## config.mk

```make
export PLATFORM = sky130hd
export DESIGN_NAME = acpc_top
export DESIGN_NICKNAME = d
export VERILOG_FILES = /design/src/verilog/acpc_pkg.sv /design/src/verilog/acpc_top.sv
export VERILOG_INCLUDE_DIRS = /design/src /design/src/verilog
export SDC_FILE = /design/constraint.sdc
export NUM_CORES = 1
export LEC_CHECK = 0
export BUFFER_PORTS_ARGS = -buffer_cell sky130_fd_sc_hd__buf_4
export CORE_ASPECT_RATIO = 1.2
export CORE_MARGIN = 4
export CORE_UTILIZATION = 45
export CTS_CLUSTER_SIZE = 10
export DETAILED_ROUTE_END_ITERATION = 7
export PLACE_DENSITY_LB_ADDON = 0.3
export SYNTH_ARGS = -nofsm -noshare
export SYNTH_HDL_FRONTEND = slang
export SYNTH_SLANG_ARGS = --single-unit
```

## constraint.sdc

```tcl
create_clock -name sys_clk -period 8.45 [get_ports sys_clk]
set_clock_uncertainty 0.1 [all_clocks]
set_input_delay 1.69 -clock sys_clk [delete_from_list [all_inputs] [get_ports sys_clk]]
set_output_delay 1.69 -clock sys_clk [all_outputs]
set_load 0.02 [all_outputs]
```

## src/verilog/acpc_params.svh

```systemverilog
// Offsets, reset values and timing counts of the converter config block
`ifndef ACPC_PARAMS_SVH
`define ACPC_PARAMS_SVH

// ----------------------------------------------------------------------
// Register bus
// ----------------------------------------------------------------------
`define ACPC_ADDR_W        4
`define ACPC_DATA_W        8
`define ACPC_OFS_CFG       4'h0
`define ACPC_OFS_PIN_LOW   4'h1
`define ACPC_OFS_PIN_MID   4'h2
`define ACPC_RDATA_IDLE    8'h00

// ----------------------------------------------------------------------
// Reset values
// ----------------------------------------------------------------------
`define ACPC_CFG_RESET     8'h00
`define ACPC_PIN_RESET     8'h00

// ----------------------------------------------------------------------
// Pins and clock generation
// ----------------------------------------------------------------------
`define ACPC_PIN_GROUP     8
`define ACPC_NUM_PINS      16
`define ACPC_DIV_CNT_W     3
`define ACPC_ASYNC_CNT_W   4
`define ACPC_ASYNC_PERIOD  4'h4

`endif

```

## src/verilog/acpc_pkg.sv

```systemverilog
// Types shared by the converter config and pin control block
package acpc_pkg;

  // ----------------------------------------------------------------------
  // Mode and clock source codes
  // ----------------------------------------------------------------------
  typedef enum logic [1:0] {
    res_8bit  = 2'h0,
    res_12bit = 2'h1,
    res_10bit = 2'h2,
    res_rsvd  = 2'h3
  } acpc_mode_t;

  typedef enum logic [1:0] {
    src_bus      = 2'h0,
    src_bus_half = 2'h1,
    src_alt      = 2'h2,
    src_async    = 2'h3
  } acpc_clk_src_t;

  // ----------------------------------------------------------------------
  // Register layouts, most significant field first
  // ----------------------------------------------------------------------
  typedef struct packed {
    logic          low_power_select;
    logic [1:0]    clock_divide_field;
    logic          long_sample_select;
    acpc_mode_t    conv_mode;
    acpc_clk_src_t input_clock_select;
  } acpc_cfg_t;

  // ----------------------------------------------------------------------
  // Carriers
  // ----------------------------------------------------------------------
  typedef struct packed {
    logic [3:0] addr;
    logic [7:0] wdata;
    logic       wr;
    logic       rd;
  } acpc_bus_req_t;

  typedef struct packed {
    logic [15:0] drive;
    logic [15:0] drive_en;
    logic [15:0] pull_en;
  } acpc_pin_drv_t;

  typedef struct packed {
    logic        low_power_select;
    logic        long_sample_select;
    acpc_mode_t  conv_mode;
    logic        converter_clock;
  } acpc_conv_ctl_t;

  typedef struct packed {
    acpc_cfg_t      cfg;
    logic [7:0]     pin_low;
    logic [7:0]     pin_mid;
    logic [7:0]     rdata;
    logic           half_phase;
    logic [3:0]     async_cnt;
    logic           async_en;
    logic [2:0]     div_cnt;
    acpc_conv_ctl_t conv;
    acpc_pin_drv_t  pad;
    logic [15:0]    port_rd;
    logic [15:0]    analog_sel;
  } acpc_state_t;

endpackage

```

## src/verilog/acpc_top.sv

```systemverilog
// Converter configuration register, clock derivation and pin control
`timescale 1ns/1ns
`include "acpc_params.svh"

module acpc_top #(
  parameter logic [3:0] ASYNC_PERIOD = `ACPC_ASYNC_PERIOD
) (
  input  wire logic                   sys_clk,       // Bus clock
  input  wire logic                   arst_n,        // Async reset
  input  wire acpc_pkg::acpc_bus_req_t bus_req,      // Register request
  output logic [7:0]                  bus_rdata,     // Read data
  input  wire logic                   alt_clk_en,    // Alternate clock tick
  output acpc_pkg::acpc_conv_ctl_t    conv_ctl,      // Converter controls
  input  wire acpc_pkg::acpc_pin_drv_t port_drv,     // Port I/O requests
  input  wire logic [15:0]            pad_in,        // Pad input levels
  output acpc_pkg::acpc_pin_drv_t     pad_drv,       // Pad drive controls
  output logic [15:0]                 port_rd_data,  // Port read levels
  output logic [15:0]                 analog_sel     // Pins given to analog
);

  // ----------------------------------------------------------------------
  // Reset release
  // ----------------------------------------------------------------------
  logic rst_meta_reg;
  logic rst_sync_reg;

  // Release is synchronised so all state leaves reset on one edge
  always_ff @(posedge sys_clk or negedge arst_n) begin
    if (!arst_n) begin
      rst_meta_reg <= 1'b0;
      rst_sync_reg <= 1'b0;
    end else begin
      rst_meta_reg <= 1'b1;
      rst_sync_reg <= rst_meta_reg;
    end
  end

  // ----------------------------------------------------------------------
  // Per-pin steering
  // ----------------------------------------------------------------------
  acpc_pkg::acpc_state_t state_reg;
  acpc_pkg::acpc_state_t state_next;
  logic [15:0]           pin_dis;
  logic [15:0]           drive_w;
  logic [15:0]           drive_en_w;
  logic [15:0]           pull_en_w;
  logic [15:0]           port_rd_w;

  assign pin_dis = {state_reg.pin_mid, state_reg.pin_low};

  genvar gi;
  generate
    for (gi = 0; gi < `ACPC_NUM_PINS; gi++) begin : g_pin
      // Bit gi of the low register is channel gi, mid register is 8+k
      // Both registers are concatenated above, so one loop serves all
      assign drive_w[gi]    = pin_dis[gi] ? 1'b0 : port_drv.drive[gi];
      assign drive_en_w[gi] = pin_dis[gi] ? 1'b0 : port_drv.drive_en[gi];
      assign pull_en_w[gi]  = pin_dis[gi] ? 1'b0 : port_drv.pull_en[gi];
      assign port_rd_w[gi]  = pin_dis[gi] ? 1'b0 : pad_in[gi];
    end
  endgenerate

  // ----------------------------------------------------------------------
  // Next state
  // ----------------------------------------------------------------------
  logic       src_tick;
  logic [2:0] div_last;

  always_comb begin
    state_next = state_reg;
    src_tick   = 1'b0;
    div_last   = 3'h0;

    // Register writes; reserved mode code is stored as written
    if (bus_req.wr) begin
      unique case (bus_req.addr)
        `ACPC_OFS_CFG: begin
          state_next.cfg = acpc_pkg::acpc_cfg_t'(bus_req.wdata);
        end
        `ACPC_OFS_PIN_LOW: begin
          state_next.pin_low = bus_req.wdata;
        end
        `ACPC_OFS_PIN_MID: begin
          state_next.pin_mid = bus_req.wdata;
        end
        default: begin
        end
      endcase
    end

    // Read data stands in the cycle after the strobe only
    state_next.rdata = `ACPC_RDATA_IDLE;
    if (bus_req.rd) begin
      unique case (bus_req.addr)
        `ACPC_OFS_CFG: begin
          state_next.rdata = state_reg.cfg;
        end
        `ACPC_OFS_PIN_LOW: begin
          state_next.rdata = state_reg.pin_low;
        end
        `ACPC_OFS_PIN_MID: begin
          state_next.rdata = state_reg.pin_mid;
        end
        default: begin
          state_next.rdata = `ACPC_RDATA_IDLE;
        end
      endcase
    end

    // Internal asynchronous clock stand-in: a free-running tick
    state_next.async_en = 1'b0;
    if (state_reg.async_cnt >= (ASYNC_PERIOD - 4'h1)) begin
      state_next.async_cnt = 4'h0;
      state_next.async_en  = 1'b1;
    end else begin
      state_next.async_cnt = state_reg.async_cnt + 4'h1;
    end

    // Bus clock halved runs all the time so switching is glitch free
    state_next.half_phase = ~state_reg.half_phase;

    // Input clock source pick
    unique case (state_reg.cfg.input_clock_select)
      acpc_pkg::src_bus:      src_tick = 1'b1;
      acpc_pkg::src_bus_half: src_tick = state_reg.half_phase;
      acpc_pkg::src_alt:      src_tick = alt_clk_en;
      acpc_pkg::src_async:    src_tick = state_reg.async_en;
    endcase

    // Divider: terminal count is ratio minus one
    div_last = 3'((4'h1 << state_reg.cfg.clock_divide_field) - 4'h1);
    state_next.conv.converter_clock = 1'b0;
    if (src_tick) begin
      if (state_reg.div_cnt >= div_last) begin
        state_next.div_cnt              = 3'h0;
        state_next.conv.converter_clock = 1'b1;
      end else begin
        state_next.div_cnt = state_reg.div_cnt + 3'h1;
      end
    end

    // Converter controls follow the stored configuration
    state_next.conv.low_power_select   = state_reg.cfg.low_power_select;
    state_next.conv.long_sample_select =
      state_reg.cfg.long_sample_select;
    state_next.conv.conv_mode          = state_reg.cfg.conv_mode;

    // Pad side registered; one cycle of lag is harmless for static pins
    state_next.pad.drive    = drive_w;
    state_next.pad.drive_en = drive_en_w;
    state_next.pad.pull_en  = pull_en_w;
    state_next.port_rd      = port_rd_w;
    state_next.analog_sel   = pin_dis;
  end

  // ----------------------------------------------------------------------
  // State register
  // ----------------------------------------------------------------------
  // Zero reset also picks the bus clock as converter source
  always_ff @(posedge sys_clk or negedge rst_sync_reg) begin
    if (!rst_sync_reg) begin
      state_reg         <= '0;
      state_reg.cfg     <= `ACPC_CFG_RESET;
      state_reg.pin_low <= `ACPC_PIN_RESET;
      state_reg.pin_mid <= `ACPC_PIN_RESET;
    end else begin
      state_reg <= state_next;
    end
  end

  // ----------------------------------------------------------------------
  // Outputs, all straight from the state register
  // ----------------------------------------------------------------------
  assign bus_rdata    = state_reg.rdata;
  assign conv_ctl     = state_reg.conv;
  assign pad_drv      = state_reg.pad;
  assign port_rd_data = state_reg.port_rd;
  assign analog_sel   = state_reg.analog_sel;

endmodule
```

* Word level (Yosys, flattened, before mapping)
Index checks and enable logic that the tools add are counted.
** Storage, ports and cells
- Output and inout port bits :: 93
- Register bits :: 128
- Word-level logic and storage cells :: 112
** Cells by class
- Shift operators :: 1
- Multiplexer cells :: 72
- Eq/ne operators :: 5
- Order comparisons :: 2
- Reductions and logical operators :: 5
- $add $sub $neg :: 3
- Bitwise gates (word level) :: 1
** Operators with widths (count)
- $mux W1 :: 67
- $pmux W8 S3 :: 1
- $mux W8 :: 1
- $reduce_and A2 Y1 :: 3
- $add A4 B1 Y4 const B :: 1
- $eq A2 B2 Y1 const B :: 2
- $eq A4 B1 Y1 const B :: 1
- $eq A4 B2 Y1 const B :: 1
- $ge A4 B2 Y1 const B :: 1
- $logic_not A4 Y1 :: 1
- $mux W4 :: 1
- $pmux W1 S4 :: 1
- $add A3 B1 Y3 const B :: 1
- $ge A3 B3 Y1 :: 1
- $mux W3 :: 1
- $shl A1 B2 Y3 const A :: 1
- $sub A3 B1 Y3 const B :: 1
- $eq A2 B1 Y1 const B :: 1
- $logic_not A2 Y1 :: 1
- $not A1 Y1 :: 1

* Logic depth before layout (Yosys ltp)
Gate-level depths: netlist of run 1.
- Depth after elaboration :: 5
- Mapped depth :: 5
- Depth with buffers taken out :: 5

* Worst setup path before layout of run 1
OpenSTA, ideal clock, no wires.
- Path type :: input -> register
- Start :: in bus_req[10] in the netlist's numbering
- End :: reg state_reg, in the netlist state_next[81]
- Data required time :: 8225 ps
- Library setup time :: 125 ps
- Cell stages on the path :: 4
- Arrival :: 2593 ps
- Path buffers :: 2
- Slack :: 5632 ps
- Cell sequence :: clkbuf_4 -> nor4bb_4 -> buf_6 -> mux2_4
** Between the ends
- Cells in the longest elaborated chain, start to end :: 2
** Ends and longest elaborated chain
- start: declaration :: line acpc_top.sv:10 : input wire acpc_pkg::acpc_bus_req_t bus_req,
- $logic_not A4 Y1 :: line acpc_top.sv:76 : unique case (bus_req.addr)
- $reduce_and A2 Y1 (no line)
- end signal: assignment :: line acpc_top.sv:167 : state_reg <= state_next;
- end: declaration :: line acpc_top.sv:41 : acpc_pkg::acpc_state_t state_reg;
Every way passes these cells.
A chain may end at the register's enable or synchronous reset.

* Worst setup path after layout of run 1
- Start :: in bus_req[13] in the netlist's numbering
- End :: reg state_reg[124] in the netlist's numbering
The elaborated chain is that of the path after synthesis.

==> reports/results.tsv, run 1 <==
metric	value	unit
Crit. End Element	flip-flop	
final setup TNS	0	ns
Die ar.	13300	µm²
Seq cells post-synth	128	
total CTS buffers	17	
largest net degree at the start of global routing	69	
total global routing overflow	0	
IO Pins	174	
library cells used by synthesis	31	
vias in the first global route	3174	
Mapped Area	5170	µm²
Area Overhead vs Synth	26.3	%
DRC	0	
Leak	3.25	nW
gpl congestion	0.720	
layout cell share with drive strength beyond 1	49.3	%
Post-CTS Resized	0	
CTS clk-pin slew, worst paths	0.05	ns
# Post-CTS Setup Buffers	0	
die width	106	µm
Slew Limit Fails	0	
Nets	570	
# setup viols final	0	
H-tree depth	4	
synthesized area per cell	13.4	µm²
crit start category	input port	
worst hold path type	flip-flop to flip-flop	
starting density of the core	46.4	%
critical path fanouts, max	8	
Hold Path End	rst_sync_reg$_DFF_PN0_	
critical hold path startpoint	rst_meta_reg$_DFF_PN0_	
first-pass GRT wire length	16500	µm
GRT Resource Usage Total	16.1	%
RSZ-0062 raised after global routing	false	
period utilisation layout	33.7	%
VDD IR max	0.157	mV
core box area	11100	µm²
First-pass DRT Iterations	4	
max FFs per register	48	
IO Port Bufs	173	
Syn Inst Count	387	
Synth area leader	dfrtp_1	
Die Ht	125	µm
Peak Freq	0.351	GHz
Post-Route WL	10200	µm
Yosys warnings	0	
Clock Root Buffer	clkbuf_16	
status	finished, final reports clean	
worst reg2reg path endpoint	state_reg[87]$_DFFE_PN0P_	
initial antenna violation count	0	
Max Cap Viol	0	
worst setup path class	input port to flip-flop	
DP HPWL	7470	µm
endpoints failing hold	0	
CTS Hold Buffers Added	0	
CTS tree	yes	
Data required, critical path	8.63	ns
crit path time final	2.85	ns
Routed wire per std cell	15.6	µm
hold path cells	0	
Reg2Reg Launch Point	state_reg[124]$_DFFE_PN0P_	
Seq/Total Area, Yosys	62.0	%
Initial DRC Count	101	
Worst EP arrival	3.02	ns
CTS Buffer Depth	2	
Avg Vias per Cell	4.39	
CTS sink cnt	128	
Clk Latency, worst-skew pair	0.40	ns
Synth top area share	62.0	%
DRT antenna net count	0	
power density over cell area	285	nW/µm²
setup ws final	5.60	ns
diode count	0	
Worst-Margin Slew	0.824	ns
Worst R2R Path Depth	5	
Rel. slew slack	45.1	%
Rows	42	
Filler cells	954	
cells taking the most area after synthesis	dfrtp_1 62%, buf_4 14%, nor2b_1 7.9%, mux2_2 3.5%, mux2_4 2.3%	
dpl ws	5.19	ns
R2R Setup Slk	6.53	ns
DR vias	2856	
per-layer routing:
metal	wire length [µm]	global-route usage, %	up-vias	share of wire [%]
met5	0	0	-	0
met4	180	6.10	0	1.8
met3	583	5.26	12	5.7
met2	5500	27.9	93	54
met1	3890	18.6	1409	38
li1	-	-	1342	-
critical path, stage by stage:
cell	delay, ns
buf_4	0.13
nor2_4	0.16
nor4bb_4	0.69
mux2_4	0.36
how the worst max path moves through the flow:
stage	from	to	slack (ns)	cells after the start
2_1_floorplan	rst_sync_reg$_DFF_PN0_	analog_sel[0]$_DFF_PN0_	4.52	0
3_3_place_gp	bus_req[13]	state_next[81]$_DFFE_PN0P_	5.21	4
3_5_place_dp	bus_req[13]	state_reg[124]$_DFFE_PN0P_	5.19	4
4_1_cts	bus_req[13]	state_next[83]$_DFFE_PN0P_	5.61	4
5_1_grt	bus_req[13]	state_reg[118]$_DFFE_PN0P_	5.57	4
6_report	bus_req[13]	state_reg[124]$_DFFE_PN0P_	5.60	4
power breakdown:
part	total [W]	internal, W	switching (W)
sequential	0.000789	0.000714	0.0000746
combinational	0.000363	0.000179	0.000184
clock	0.000712	0.000449	0.000263
total	0.00186	0.00134	0.000521
cell type report:
type	instances	area (µm²)	share of cell area [%]
flip-flops and latches	128	3210	49.1
repair buffers	174	1310	20.0
multi-input cells	157	1210	18.6
clock buffers	19	453	6.93
well taps	154	193	2.95
clock inverters	13	138	2.11
inverters	6	22.5	0.345
metrics by stage:
stage                     hold WS, ns  utilization, %  power (W)  instances  instance area (µm²)
after floorplan                 0.231               -    0.00108        388                 5170
after global placement          0.238            53.3    0.00116        619                 5940
after detailed placement        0.241            53.3    0.00117        619                 5940
after CTS                       0.254            58.6    0.00189        651                 6530
after global routing            0.266            58.6    0.00196        651                 6530
final                           0.252            58.6    0.00186        651                 6530
kinds of logic (layout without fill, tap and decap cells):
kind of cell	Yosys count	in the layout	share of synthesized area [%]
flip-flops	128	128	62.0
buffers and inverters	103	212	14.7
AND/OR/NAND/NOR	97	97	12.1
multiplexers	35	35	7.94
AO/OA/AOI/OAI	17	17	1.96
adder cells (fa/ha/maj)	5	5	1.21
other	2	3	0.145
placed cells by master (no fill, tap or decap), types with 5 or more instances in the layout:
master | netlist | layout
buf_4 | 94 | 174
dfrtp_1 | 128 | 127
nor2b_1 | 65 | 65
clkbuf_16 | 0 | 17
mux2_2 | 16 | 16
mux2i_1 | 11 | 11
nand2_1 | 11 | 11
a21oi_1 | 10 | 10
or2_2 | 9 | 9
mux2_4 | 8 | 8
inv_1 | 6 | 6
clkinvlp_4 | 0 | 6
ha_1 | 5 | 5
cell usage after synthesis (all sizes together):
master,n
a21o,1
a21oi,10
a31oi,1
and2,1
buf,96
clkbuf,1
conb,2
dfrtp,128
ha,5
inv,6
mux2,24
mux2i,11
nand2,11
nand2b,1
nand3,1
nand4b,1
nor2,3
nor2b,66
nor3b,1
nor4bb,2
o2111ai,1
o211ai,2
o21ai,1
o311ai,1
or2,9
or3,1
Note: power is estimated with default switching activity, not from simulation.
==> run 2: changes to the inputs <==
ABC_AREA = 1   (was unset)
clock period = 2.45 ns   (was 8.45 ns; I/O delays follow)
==> run 2 against run 1 <==
  * Setup slack got worse by 4.7 ns
  * Sequential share of layout area fell by 1.1 points
  * Die area rose by 2.0%
  * Count of clock-buffer cells in the layout rose by 3
  * Wire length rose by 3.4%
  * Critical path type is now flip-flop to output port
  * Largest cell class unchanged
==> reports/results.tsv, run 2 <==
metric	value	unit	change
Synth area leader	dfrtp_1		
Clock Root Buffer	clkbuf_16		
Die ar.	13500	µm²	+2.0%
most common cell after layout, fill and taps aside	buf_4		
CTS sink cnt	128		unchanged
# setup viols final	0		unchanged
First-pass DRT Iterations	4		unchanged
Max Cap Viol	0		unchanged
Worst-Margin Slew	0.547	ns	-0.277 ns
vias in the first global route	3626		+14%
DRC	0		unchanged
Crit path max-delay family	flip-flops		
endpoints failing hold	0		unchanged
CTS clk-pin slew, worst paths	0.06	ns	about the same
number of flops mapped to enable cells by yosys	0		unchanged
IO Port Bufs	173		unchanged
DRT antenna net count	0		unchanged
max FFs per register	48		unchanged
Seq/Total Area, Yosys	60.6	%	-1.3 points
Critical Path Max Stage Delay	0.37	ns	-0.32 ns
Overall Power	0.00626	W	+240%
Critical Path Source	conv_ctl[1]$_DFF_PN0_		
slowest stage cell, crit path	dfrtp_1		
Seq cells post-synth	128		unchanged
crit start category	flip-flop		
starting density of the core	45.9	%	-0.54 points
Nets	712		+25%
CTS Buffer Depth	2		unchanged
Reg2Reg Launch Point	state_reg[124]$_DFFE_PN0P_		
Area Overhead vs Synth	26.5	%	
worst setup path class	flip-flop to output port		
CTS tree	yes		
Peak Freq	0.659	GHz	
Synth Flop Type	dfrtp_1		
final setup TNS	0	ns	unchanged
Die Ht	127	µm	+1.0%
diode count	0		unchanged
Clk Latency, worst-skew pair	0.40	ns	about the same
period utilisation layout	61.9	%	
largest net degree at the start of global routing	68		-1.4%
FFs w/ async S/R, synth	100	%	unchanged
die width	107	µm	+0.99%
Rel. slew slack	63.5	%	+18 points
most frequent cell after synthesis	dfrtp_1		
worst-path cell chain	buf_4		
critical path fanouts, max	1		-7
Post-CTS Resized	0		unchanged
DR vias	3434		+20%
IO Pins	174		unchanged
Syn Inst Count	528		+36%
# Post-CTS Setup Buffers	0		unchanged
Leak	3.76	nW	+16%
total CTS buffers	17		unchanged
Slew Limit Fails	0		unchanged
CP Buf/Inv Count	1		unchanged
layout cell share with drive strength beyond 1	34.4	%	-15 points
synthesized area per cell	10.0	µm²	-25%
most frequent cells in the layout	175 x buf_4, 127 x dfrtp_1, 82 x inv_1, 68 x nor2_1, 64 x nand2_1		
VDD IR max	0.485	mV	+210%
cells taking the most area after synthesis	dfrtp_1 61%, buf_4 13%, inv_1 5.8%, nor2_1 4.8%, nand2_1 4.5%		
Avg Vias per Cell	4.31		-1.7%
power density over cell area	937	nW/µm²	+230%
initial antenna violation count	0		unchanged
Worst EP arrival	0.93	ns	-2.09 ns
Routed wire per std cell	13.2	µm	-15%
total global routing overflow	0		unchanged
gpl congestion	0.829		+15%
Data required, critical path	1.86	ns	-6.77 ns
Crit. End Element	output port		
Rows	43		+2.4%
synth cell count leaders	128 x dfrtp_1, 93 x buf_4, 82 x inv_1		
Yosys warnings	0		unchanged
DP HPWL	8010	µm	+7.2%
RSZ-0062 raised after global routing	false		
Mapped Area	5280	µm²	+2.2%
library cells used by synthesis	20		-35%
Post-Route WL	10500	µm	+3.4%
Initial DRC Count	140		+39%
Synth top area share	60.6	%	-1.3 points
first-pass GRT wire length	17500	µm	+6.2%
core box area	11500	µm²	+3.3%
worst hold path type	flip-flop to async pin		
crit path time final	1.52	ns	
H-tree depth	4		unchanged
status	finished, final reports clean		
GRT Resource Usage Total	16.7	%	+0.54 points
[run 2: cell types whose count changed in the layout (fill, tap and decap cells not counted), moves of 9 or more]
cell	change
nand3_1	+37
nor2_1	+66
o21ai_1	+20
mux2_2	-16
or2_2	-9
inv_1	+76
nor2b_1	-65
nand2_1	+53
mux2i_1	-11
[run 2: through the flow]
stage	area (µm²)	util [%]	hold WS, ns	std cells	setup slack (ns)
after floorplan	5290	-	0.0944	529	0.218
after global placement	6090	52.9	0.160	763	0.787
after detailed placement	6090	52.9	0.169	763	0.735
after CTS	6680	58.0	0.175	796	0.913
after global routing	6680	58.0	0.180	796	0.791
final	6680	58.0	0.158	796	0.933
[run 2: area by class of cell]
type | instances | area (µm²)
clock buffers | 22 | 474
flip-flops and latches | 128 | 3210
fillers | 1011 | 4830
clock inverters | 10 | 110
repair buffers | 177 | 1340
multi-input cells | 217 | 1030
well taps | 157 | 196
inverters | 85 | 319
[run 2: cells by family (layout without fill, tap and decap cells)]
kind of cell / count (synthesis) / in the layout / share of synthesized area, %
adders and majority gates: 5 / 5 / 1.18
buffers and inverters: 184 / 294 / 19.9
DFF: 128 / 128 / 60.6
and+or+nand+nor: 180 / 180 / 15.4
AOI/OAI and AO/OA: 29 / 29 / 2.75
other: 2 / 3 / 0.142
[run 2: routing by layer]
metal	part of all wire, %	vias to the layer above	GRT usage [%]
met3	7.4	17	5.55
met1	38	1618	19.6
met5	0	-	0
met4	1.8	0	6.09
li1	-	1685	-
met2	52	114	28.5
[run 2: worst paths after layout]
kind	endpoint	slack, ns	cells past startpoint
worst max-delay path	conv_ctl[1]	0.93	1
worst min-delay path	pad_drv[9]$_DFF_PN0_	0.16	0
worst max register to register	state_reg[85]$_DFFE_PN0P_	0.95	5
worst min register to register	pad_drv[9]$_DFF_PN0_	0.16	0
max in group asynchronous	pad_drv[0]$_DFF_PN0_	1.38	1
min in group sys_clk	pad_drv[31]$_DFF_PN0_	0.20	3
[run 2: where the power goes]
group	switching [W]	internal, W	total, W
logic	0.000646	0.000502	0.00115
registers	0.000243	0.00244	0.00268
clock network	0.000862	0.00157	0.00243
[run 2: repair_timing]
| action | CTS | global route |
|---|---|---|
| hold buffers | 1 | 0 |
| endpoints found under the hold margin | 2 | 0 |
| endpoints found under the setup margin | 0 | 0 |
==> run 3: changes to the inputs <==
clock period = 1.2 ns   (was 2.45 ns; I/O delays follow)
==> run 3 against run 2 <==
  * The flow now finishes with violations (negative setup slack)
  * Clock power increased by 130%
  * Count of clock-buffer cells in the layout decreased by 3
  * Total power increased by 130%
  * Critical endpoint is now state_reg[85]$_DFFE_PN0P_
  * Largest power group is now the clock network
==> reports/results.tsv, run 3 (synthesized netlist as in run 2, its figures left out) <==
metric	value	unit	change
Crit. End Element	flip-flop		
H-tree depth	4		unchanged
worst hold path type	input port to async pin		
crit start category	flip-flop		
max FFs per register	48		unchanged
Reg power frac	38.5	%	-4.3 points
# setup viols final	97		+97
first-pass GRT wire length	20700	µm	+18%
Nets	802		+13%
Worst EP arrival	1.53	ns	+0.60 ns
diode count	0		unchanged
worst setup path class	flip-flop to flip-flop		
Clock Root Buffer	clkbuf_16		
Die Ht	127	µm	unchanged
DR vias	3873		+13%
GRT Resource Usage Total	19.6	%	+2.9 points
endpoints failing hold	0		unchanged
Routed wire per std cell	14.1	µm	+7.0%
failing checks	negative setup slack		
layout cell share with drive strength beyond 1	35.1	%	+0.69 points
Worst R2R Path Depth	8		+3
DRC	0		unchanged
die width	107	µm	unchanged
CTS tree	yes		
dpl ws	-0.183	ns	-0.918 ns
largest net degree at the start of global routing	52		-24%
starting density of the core	45.9	%	unchanged
Clk Latency, worst-skew pair	0.41	ns	about the same
Die ar.	13500	µm²	unchanged
Slew Limit Fails	0		unchanged
Avg Vias per Cell	4.37		+1.3%
Reg2Reg Launch Point	state_reg[124]$_DFFE_PN0P_		
Post-Route WL	12500	µm	+19%
Max Cap Viol	0		unchanged
Data required, critical path	1.39	ns	-0.47 ns
Overall Power	0.0144	W	+130%
IO Port Bufs	173		unchanged
Net Sw Frac	27.6	%	-0.36 points
initial antenna violation count	0		unchanged
most common cell after layout, fill and taps aside	dfrtp_1		
CTS clk-pin slew, worst paths	0.06	ns	about the same
First-pass DRT Iterations	5		+1
total global routing overflow	0		unchanged
Cell Int Power	0.0104	W	+130%
total CTS buffers	17		unchanged
crit path time final	1.34	ns	
DRT antenna net count	0		unchanged
IO Pins	174		unchanged
status	complete, but fails checks		
Final Hold Slack	0.0527	ns	-0.106 ns
Rows	43		unchanged
Clock power frac	38.8	%	about the same
period utilisation layout	112	%	
final core utilization	70.2	%	+12 points
critical path fanouts, max	4		+3
vias in the first global route	4288		+18%
gpl congestion	0.845		+2.0%
RSZ-0062 raised after global routing	true		
setup ws final	-0.140	ns	-1.07 ns
Initial DRC Count	167		+19%
DP HPWL	8270	µm	+3.2%
worst reg2reg path endpoint	state_reg[85]$_DFFE_PN0P_		
Peak Freq	0.746	GHz	
Area Overhead vs Synth	53.0	%	
core box area	11500	µm²	unchanged
R2R Setup Slk	-0.14	ns	-1.09 ns
power density over cell area	1780	nW/µm²	+90%
CTS Buffer Depth	2		unchanged
Psw	0.00397	W	+130%
Logic pwr share	22.7	%	+4.4 points
VDD IR max	1.13	mV	+130%
most frequent cells in the layout	127 x dfrtp_1, 96 x buf_4, 93 x buf_6, 79 x inv_1, 74 x dlygate4sd3_1		
Leak	4.29	nW	+14%
CTS sink cnt	128		unchanged
==> run 3: worst max-delay path by stage <==
stage / startpoint / to / cells after the start
after global routing: state_reg[124]$_DFFE_PN0P_ / state_reg[87]$_DFFE_PN0P_ / 8
after detailed placement: state_reg[124]$_DFFE_PN0P_ / state_reg[86]$_DFFE_PN0P_ / 5
after floorplan: rst_sync_reg$_DFF_PN0_ / analog_sel[0]$_DFF_PN0_ / 0
final: state_reg[124]$_DFFE_PN0P_ / state_reg[85]$_DFFE_PN0P_ / 8
after global placement: state_reg[124]$_DFFE_PN0P_ / state_reg[87]$_DFFE_PN0P_ / 8
after CTS: state_reg[123]$_DFFE_PN0P_ / state_reg[86]$_DFFE_PN0P_ / 8
==> run 3: final cells by class <==
class	instances	area, µm²
fillers	803	3430
flip-flops and latches	128	3210
repair buffers	267	2590
multi-input cells	217	1120
clock buffers	19	443
inverters	85	319
clock inverters	13	210
well taps	157	196
==> run 3: stage by stage <==
stage,cells,setup TNS (ns),instance area (µm²)
finish,886,-4.88,8080
global route,886,-8.15,8080
CTS,884,-5.89,8020
detailed placement,775,-2.56,6220
global placement,775,-1.48,6220
floorplan,529,-33.03,5300
==> run 3: power by group through the flow <==
stage | registers (W) | logic (W) | clock network, W
5_1_grt | 0.00562 | 0.00351 | 0.00587
2_1_floorplan | 0.00540 | 0.00190 | 0
3_5_place_dp | 0.00550 | 0.00255 | 0
4_1_cts | 0.00552 | 0.00311 | 0.00566
6_report | 0.00553 | 0.00326 | 0.00557
3_3_place_gp | 0.00547 | 0.00250 | 0
==> run 3: routing by layer <==
layer  track usage, %  wire [µm]  vias to the layer above
met2             35.1       6950                      135
met1             21.9       4630                     1835
met4             8.88        316                        0
met5                0          0                        -
li1                 -          -                     1878
met3             4.89        622                       25
==> run 3: timing repair <==
item / in CTS / in global routing
pin swaps: 3 / 7
hold endpoints to repair: 90 / 0
hold buffers: 74 / 0
gates resized for setup: 98 / 13
endpoints found under the setup margin: 99 / 99
buffers inserted: 3 / 2
==> run 3: critical path, stage by stage, from the launching register on <==
cell     delay [ns]
dfrtp_1        0.41
inv_2          0.09
nand2_2        0.07
ha_4           0.26
inv_2          0.03
nand2_2        0.07
nand2_4        0.07
nand3_1        0.07
o21ai_1        0.05
